--- src/verilog/fault_protect_pkg.sv ---
// Shared constants for the PWM protection and hiccup sequencing logic.
// Assumes a single 50 MHz clock and comparator results as one-bit inputs.
package fault_protect_pkg;
   localparam int CLK_PERIOD_NS = 20;
   // Leading-edge blanking after a primary drive goes high.
   localparam int BLANK_TIME_NS = 70;
   localparam int BLANK_CYCLES  =
      (BLANK_TIME_NS + CLK_PERIOD_NS - 1) / CLK_PERIOD_NS;
   localparam int BLANK_W       = 3;
   // Internal oscillator period in clocks; outputs A and B take alternate whole periods.
   localparam int SWITCH_PERIOD_CYCLES = 100;
   localparam int PERIOD_W             = 7;
   // Timer widths; terminal counts arrive on input ports.
   localparam int TIMER_W        = 24;
   // Fast charge phase is a fraction of the slow discharge phase.
   localparam int HICCUP_TIMING_NODE_CHARGE_SHIFT = 8;
   // Input synchroniser lane positions.
   localparam int SYN_LIMIT    = 0;
   localparam int SYN_PWMEND   = 1;
   localparam int SYN_FAULT    = 2;
   localparam int SYN_SSLOW    = 3;
   localparam int SYN_VALID    = 4;
   localparam int SYN_W        = 5;
   typedef enum logic [1:0] {
      RUN,
      FAULT_HOLD,
      HICCUP_TIMING_NODE_CHARGE,
      HICCUP_TIMING_NODE_DISCHARGE
   } protect_state_t;
endpackage

--- src/verilog/protect_timer_if.sv ---
// Carrier between the drive core and the protection timer.
// Assumes both ends share clk.
`timescale 1ns/10ps
interface protect_timer_if;
   logic                                     limiting;
   logic                                     faultLevel;
   logic                                     externalOff;
   logic [fault_protect_pkg::TIMER_W-1:0]    ocDelayTerminal;
   logic [fault_protect_pkg::TIMER_W-1:0]    hiccupTerminal;
   logic                                     outputsOff;
   logic                                     ssHold;
   logic                                     chargeFast;
   logic                                     dischargeSlow;
   logic                                     faultActive;
   logic                                     holdNext;
   modport core (
      output limiting, faultLevel, externalOff, ocDelayTerminal,
      output hiccupTerminal,
      input  outputsOff, ssHold, chargeFast, dischargeSlow, faultActive,
      input  holdNext
   );
   modport timer (
      input  limiting, faultLevel, externalOff, ocDelayTerminal,
      input  hiccupTerminal,
      output outputsOff, ssHold, chargeFast, dischargeSlow, faultActive,
      output holdNext
   );
endinterface

--- src/verilog/protect_timer.sv ---
// Overcurrent delay timer, fault hold and hiccup restart sequencer.
// Assumes limiting is a level that is high while pulses end on current limit.
`timescale 1ns/10ps
module protect_timer (
   input wire logic        clk,
   input wire logic        reset_n,
   protect_timer_if.timer  tif
);
   fault_protect_pkg::protect_state_t state_q;
   logic [fault_protect_pkg::TIMER_W-1:0] delay_q;
   logic [fault_protect_pkg::TIMER_W-1:0] hiccup_timing_node_q;
   logic [fault_protect_pkg::TIMER_W-1:0] chargeTerm;
   logic                                  ocExpired;

   assign chargeTerm =
      tif.hiccupTerminal >> fault_protect_pkg::HICCUP_TIMING_NODE_CHARGE_SHIFT;
   assign ocExpired  = tif.limiting && (delay_q >= tif.ocDelayTerminal);
   // The core reads the next hold value so that charge and hold never overlap.
   assign tif.holdNext = (state_q != fault_protect_pkg::RUN)
                         || ocExpired || tif.faultLevel;

   // Counting back down keeps brief overloads from adding up forever.
   always_ff @(posedge clk) begin
      if (!reset_n || state_q != fault_protect_pkg::RUN) begin
         delay_q <= '0;
      end else if (tif.limiting) begin
         delay_q <= delay_q + 1'b1;
      end else if (delay_q != '0) begin
         delay_q <= delay_q - 1'b1;
      end
   end

   always_ff @(posedge clk) begin
      if (!reset_n) begin
         state_q <= fault_protect_pkg::RUN;
         hiccup_timing_node_q  <= '0;
      end else begin
         case (state_q)
            fault_protect_pkg::RUN: begin
               hiccup_timing_node_q <= '0;
               if (tif.faultLevel) begin
                  state_q <= fault_protect_pkg::FAULT_HOLD;
               end else if (ocExpired) begin
                  state_q <= fault_protect_pkg::HICCUP_TIMING_NODE_CHARGE;
               end
            end
            fault_protect_pkg::FAULT_HOLD: begin
               if (!tif.faultLevel) begin
                  state_q <= fault_protect_pkg::HICCUP_TIMING_NODE_CHARGE;
               end
            end
            fault_protect_pkg::HICCUP_TIMING_NODE_CHARGE: begin
               if (tif.faultLevel) begin
                  state_q <= fault_protect_pkg::FAULT_HOLD;
               end else if (hiccup_timing_node_q >= chargeTerm) begin
                  hiccup_timing_node_q  <= '0;
                  state_q <= fault_protect_pkg::HICCUP_TIMING_NODE_DISCHARGE;
               end else begin
                  hiccup_timing_node_q <= hiccup_timing_node_q + 1'b1;
               end
            end
            fault_protect_pkg::HICCUP_TIMING_NODE_DISCHARGE: begin
               if (tif.faultLevel) begin
                  state_q <= fault_protect_pkg::FAULT_HOLD;
               end else if (hiccup_timing_node_q >= tif.hiccupTerminal) begin
                  state_q <= fault_protect_pkg::RUN;
               end else begin
                  hiccup_timing_node_q <= hiccup_timing_node_q + 1'b1;
               end
            end
            default: begin
               state_q <= fault_protect_pkg::RUN;
            end
         endcase
      end
   end

   // Outputs other than holdNext are registered so the top can pass them straight out.
   always_ff @(posedge clk) begin
      if (!reset_n) begin
         tif.outputsOff    <= 1'b1;
         tif.ssHold        <= 1'b1;
         tif.chargeFast    <= 1'b0;
         tif.dischargeSlow <= 1'b0;
         tif.faultActive   <= 1'b0;
      end else begin
         tif.outputsOff    <= (state_q != fault_protect_pkg::RUN)
                              || tif.externalOff;
         tif.ssHold        <= tif.holdNext;
         tif.chargeFast    <= (state_q == fault_protect_pkg::HICCUP_TIMING_NODE_CHARGE);
         tif.dischargeSlow <= (state_q == fault_protect_pkg::HICCUP_TIMING_NODE_DISCHARGE);
         tif.faultActive   <= (state_q == fault_protect_pkg::FAULT_HOLD);
      end
   end
endmodule // protect_timer

--- src/verilog/pwm_fault_protect_hiccup.sv ---
// Drive core with current limit, blanking and fault sequencing.
// Assumes analog comparators feed one-bit pins; terminal counts are static.
`timescale 1ns/10ps
module pwm_fault_protect_hiccup (
   input  wire logic                                  clk,
   input  wire logic                                  reset_n,
   input  wire logic                                  currentLimitSense,
   input  wire logic                                  pwmTerminate,
   input  wire logic                                  faultProtectSense,
   input  wire logic                                  softStartLow,
   input  wire logic                                  operatingValid,
   input  wire logic [fault_protect_pkg::TIMER_W-1:0] ocDelayCount,
   input  wire logic [fault_protect_pkg::TIMER_W-1:0] hiccupCount,
   output logic                                       primaryDriveA,
   output logic                                       primaryDriveB,
   output logic                                       rectifierDriveA,
   output logic                                       rectifierDriveB,
   output logic                                       senseDischarge,
   output logic                                       softStartDischarge,
   output logic                                       softStartCharge,
   output logic                                       hiccupChargeFast,
   output logic                                       hiccupDischargeSlow,
   output logic                                       faultHysteresisOn,
   output logic                                       limitModeActive
);
   logic [fault_protect_pkg::SYN_W-1:0]    syncA_q;
   logic [fault_protect_pkg::SYN_W-1:0]    syncB_q;
   logic [fault_protect_pkg::PERIOD_W-1:0] period_q;
   logic [fault_protect_pkg::BLANK_W-1:0]  blank_q;
   logic                                   cycleStart;
   logic                                   phaseB_q;
   logic                                   pulseOn_q;
   logic                                   limitedThis_q;
   logic                                   limitedLast_q;
   logic                                   limitTrip;
   logic                                   pwmEnd;
   logic                                   runAllowed;
   logic                                   ssCharge_q;
   protect_timer_if                        tif ();

   // Asynchronous pins go through two flip-flops before any logic reads them.
   always_ff @(posedge clk) begin
      if (!reset_n) begin
         syncA_q <= '0;
         syncB_q <= '0;
      end else begin
         syncA_q <= {operatingValid, softStartLow, faultProtectSense,
                     pwmTerminate, currentLimitSense};
         syncB_q <= syncA_q;
      end
   end

   // Switching oscillator; a cycle starts when the counter wraps.
   assign cycleStart = (period_q == '0);
   always_ff @(posedge clk) begin
      if (!reset_n || period_q ==
          fault_protect_pkg::PERIOD_W'(fault_protect_pkg::SWITCH_PERIOD_CYCLES
                                       - 1)) begin
         period_q <= '0;
      end else begin
         period_q <= period_q + 1'b1;
      end
   end

   // Trip is ignored while the sense node is being blanked.
   assign limitTrip = syncB_q[fault_protect_pkg::SYN_LIMIT]
                      && !senseDischarge && pulseOn_q;
   // The same comparator ends pulses whether the shared input is a ramp
   // or a current signal.
   assign pwmEnd    = syncB_q[fault_protect_pkg::SYN_PWMEND];
   assign runAllowed = !tif.outputsOff
                       && syncB_q[fault_protect_pkg::SYN_VALID];

   always_ff @(posedge clk) begin
      if (!reset_n) begin
         senseDischarge <= 1'b1;
         blank_q        <= '0;
      end else if (cycleStart) begin
         senseDischarge <= 1'b1;
         blank_q        <= fault_protect_pkg::BLANK_W'
                           (fault_protect_pkg::BLANK_CYCLES);
      end else if (blank_q != '0) begin
         blank_q        <= blank_q - 1'b1;
      end else begin
         senseDischarge <= 1'b0;
      end
   end

   // Pulse on at cycle start, off on limit or normal PWM end.
   always_ff @(posedge clk) begin
      if (!reset_n) begin
         pulseOn_q <= 1'b0;
         phaseB_q  <= 1'b0;
      end else if (cycleStart) begin
         pulseOn_q <= runAllowed;
         phaseB_q  <= !phaseB_q;
      end else if (limitTrip || pwmEnd || !runAllowed) begin
         pulseOn_q <= 1'b0;
      end
   end

   always_ff @(posedge clk) begin
      if (!reset_n) begin
         limitedThis_q <= 1'b0;
         limitedLast_q <= 1'b0;
      end else if (cycleStart) begin
         limitedThis_q <= 1'b0;
         limitedLast_q <= limitedThis_q;
      end else if (limitTrip) begin
         limitedThis_q <= 1'b1;
      end
   end

   // Every drive output is gated by the same shutdown term.
   always_ff @(posedge clk) begin
      if (!reset_n) begin
         primaryDriveA   <= 1'b0;
         primaryDriveB   <= 1'b0;
         rectifierDriveA <= 1'b0;
         rectifierDriveB <= 1'b0;
         limitModeActive <= 1'b0;
      end else begin
         primaryDriveA   <= pulseOn_q && !phaseB_q && runAllowed;
         primaryDriveB   <= pulseOn_q && phaseB_q && runAllowed;
         rectifierDriveA <= !(pulseOn_q && !phaseB_q) && runAllowed;
         rectifierDriveB <= !(pulseOn_q && phaseB_q) && runAllowed;
         limitModeActive <= limitedThis_q || limitedLast_q;
      end
   end

   // Charging stops whenever the node is held, so the two never fight.
   always_ff @(posedge clk) begin
      if (!reset_n) begin
         ssCharge_q <= 1'b0;
      end else begin
         ssCharge_q <= syncB_q[fault_protect_pkg::SYN_VALID]
                       && !tif.holdNext;
      end
   end

   assign tif.limiting        = limitedThis_q || limitedLast_q;
   assign tif.faultLevel      = syncB_q[fault_protect_pkg::SYN_FAULT];
   assign tif.externalOff     = syncB_q[fault_protect_pkg::SYN_SSLOW]
                                && ssCharge_q;
   assign tif.ocDelayTerminal = ocDelayCount;
   assign tif.hiccupTerminal  = hiccupCount;

   assign softStartDischarge  = tif.ssHold;
   assign softStartCharge     = ssCharge_q;
   assign hiccupChargeFast    = tif.chargeFast;
   assign hiccupDischargeSlow = tif.dischargeSlow;
   // Extra source current while faulted lowers the recovery level.
   assign faultHysteresisOn   = tif.faultActive;

   protect_timer timer (
      .clk     (clk),
      .reset_n (reset_n),
      .tif     (tif)
   );
endmodule // pwm_fault_protect_hiccup

--- config.mk ---
export PLATFORM = sky130hd
export DESIGN_NAME = pwm_fault_protect_hiccup
export DESIGN_NICKNAME = d
export VERILOG_FILES = /design/src/verilog/fault_protect_pkg.sv /design/src/verilog/protect_timer_if.sv /design/src/verilog/protect_timer.sv /design/src/verilog/pwm_fault_protect_hiccup.sv
export SDC_FILE = /design/constraint.sdc
export NUM_CORES = 1
export LEC_CHECK = 0
export BUFFER_PORTS_ARGS = -buffer_cell sky130_fd_sc_hd__clkbuf_2
export CAP_MARGIN = 20
export CORE_ASPECT_RATIO = 0.7
export CORE_MARGIN = 2
export CORE_UTILIZATION = 35
export CTS_CLUSTER_DIAMETER = 100
export CTS_CLUSTER_SIZE = 24
export DETAILED_ROUTE_END_ITERATION = 12
export PLACE_DENSITY = 0.52
export REMOVE_ABC_BUFFERS = 1
export SETUP_SLACK_MARGIN = 0.1
export SKIP_LAST_GASP = 1
export SLEW_MARGIN = 20
export SYNTH_ARGS = -nofsm -noshare
export SYNTH_HDL_FRONTEND = slang
export SYNTH_HIERARCHICAL = 1
export SYNTH_SLANG_ARGS = --single-unit
--- constraint.sdc ---
create_clock -name clk -period 9.2 [get_ports clk]
set_input_delay 0.46 -clock clk [delete_from_list [all_inputs] [get_ports clk]]
set_output_delay 0.46 -clock clk [all_outputs]
set_load 0.03 [all_outputs]
==> impl_metrics.ini <==
[finish]
stdcell_count = 994
antenna_cells_inserted = 0
layout_common_cells = ha_1 (92), dfxtp_1 (86), inv_1 (72), nor2_1 (68), clkbuf_2 (65)
layout-drive-gt1-share = 0.122
areaGrowthSynthToFinish_pct = 15.4
final_common_cell = ha_1
num-nets-final = 912
fin_area_sq_um = 6710
nFillCells = 1663

[placement]
gp_congestion = 0.826
place_area_sq_um = 6370
numPortBuffers = 65
hpwlAfterDp_microns = 11500
dp_cells = 978

[sta]
fin_hold_ws_ps = 324
relSlewSlack = 0.365
finalCriticalPeriod_ps = 3780
fin_setup_tns_ps = 0
fmax_mhz = 265
tightest_slew_ps = 951
hold_violations = 0
slew_violations = 0
rsz0062_at_grt = false
finalSetupViolCount = 0
fin_skew_ps = 8.45
fin_crit_sh = 0.411

[floorplan]
rows = 39
die_y_microns = 112
start_util = 0.357
core_region_area_sq_um = 16300
die_w_microns = 158
dieArea_sq_um = 17700
io_pins = 66

[yosys]
synth-seq-area-share = 0.296
synth_edf_count = 0
avgSynthCellArea_sq_um = 8.31
netlist_area_sq_um = 5810
syn_inst = 700
ys.flop_type = dfxtp_1
yosys_warnings = 6
ys_seq_elements = 86
yosysTopAreaCell = dfxtp_1
synth.area.top_cells = dfxtp_1 (30%), ha_1 (20%), inv_1 (4.6%), nor2_1 (4.4%), a21oi_1 (4.3%)
synth_cell_types = 58
synth_top_area_frac = 0.296
synthArstFlopShare = 0

[routing]
wire_per_inst_microns = 14.7
wl_microns = 14600
drt-pass1-iter-count = 4
routed-via-count = 5107
drc = 0
avgViaCountPerCell = 5.14
drtAntennaViolNets = 0
drtIter0Drc = 281

[critical_path]
max_stage_delay_ps = 710
slowest_stage = inv_1
crit_chain = or2_2 -> inv_1 -> ha_1 -> a211oi_1 -> o21ai_0 -> nand3_1 -> a31oi_1 -> o41ai_1 -> o21ai_0 -> xnor2_1 -> nor2_1
critical_path_peak_fanout = 24
critPathLaunchType = register
path_common_cell = o21ai_0
crit_arrival_ps = 4010
worstSetupPathType = register to register
end_kind = register
crit_required_ps = 9430

[min_path]
min_path_type = input pin to register

[cts]
ctsResizeCount = 0
cts-buffers-inserted = 9
worstSkewPairLatency_ps = 340
cts_buffer_depth = 2
clock-root-buffer = clkbuf_16
cts_setup_buffers = 0
clk_pin_slew_worst_paths_ps = 70
htree_levels = 3
ctsHoldBuffers = 0
cts_tree = built
cts.sinks = 86

[pwr]
peakVddDrop_mv = 0.0893
powerDensity_nw_per_um2 = 233
power.leakage_uw = 0.00324

[status]
status = finished, final reports clean

[global_routing]
grt_start_max_net_pins = 30
grt_pass1_wl_microns = 24600
grt_usage = 0.175
antenna_found_initial = 0
grt_overflow_total = 0
grt_pass1_vias = 5013

[run]
maxCapViolCount = 0
==> worst max-delay path, delay by kind of cell (launching register included) <==
family          cells  cell delay [ps]
fa+ha+maj           1              420
compound gates      5             1520
simple gates        3              540
xor+xnor            1              170
buf+inv             1              710
flops               1              300
==> per-stage QoR <==
stage | setup WS (ps) | power [uW] | util
2_1_floorplan | 6110 | 983 | -
3_3_place_gp | 5600 | 1140 | 0.391
3_5_place_dp | 5510 | 1150 | 0.391
4_1_cts | 5470 | 1570 | 0.412
5_1_grt | 5110 | 1690 | 0.412
6_report | 5420 | 1560 | 0.412
==> cell usage after synthesis (8+ instances only) <==
cell type / count
a211oi_1: 10
a21o_1: 25
a21oi_1: 50
and2_1: 17
and3_1: 14
clkbuf_1: 9
dfxtp_1: 86
ha_1: 92
inv_1: 72
nand2_1: 36
nand3_1: 19
nand4_1: 17
nor2_1: 68
nor3_1: 18
nor4_1: 8
o21ai_0: 38
o21bai_1: 8
or3_1: 9
xnor2_1: 14
xor2_1: 18
==> registers in the layout, indices dropped and copies added (netlist names), 2 cells and up <==
register,cells
syncA_q,5
period_q,7
timer/state_q,2
blank_q,3
timer/delay_q,24
syncB_q,5
timer/hiccup_timing_node_q,24
==> cell families after synthesis <==
group,after synthesis,synth area share
compound gates,170,0.188
flops,86,0.296
fa+ha+maj,93,0.201
xor+xnor,32,0.0482
mux,4,0.00689
buf+inv,85,0.0568
simple gates,230,0.203
==> cell type report <==
type / count / area, sq um / area share
well taps: 225 / 282 / 0.0420
multi-input cells: 529 / 3770 / 0.562
flip-flops and latches: 86 / 1720 / 0.257
repair buffers: 66 / 333 / 0.0496
inverters: 72 / 270 / 0.0403
clock buffers: 12 / 256 / 0.0382
clock inverters: 4 / 77.6 / 0.0116
==> worst paths after layout <==
check                      from                end  slack [ps]  depth (start not counted)
setup / recovery  limitedLast_q  timer/delay_q[22]        5420                         11
hold / removal     pwmTerminate         syncA_q[1]         320                          2
setup reg to reg  limitedLast_q  timer/delay_q[22]        5420                         11
hold reg to reg      syncB_q[4]    softStartCharge         430                          2
==> power breakdown <==
| group | switching, uW | internal, uW |
|---|---|---|
| Clock | 155 | 254 |
| Sequential | 53.1 | 422 |
| Combinational | 388 | 291 |
==> metal layers <==
layer  up-vias  GRT usage  routed length, microns
li1       2637          -                       -
met2       114      0.244                    5720
met1      2343      0.265                    7980
met3        13     0.0463                     748
met5         -          0                       0
met4         0     0.0420                     180
(Power assumes the default switching activity.)
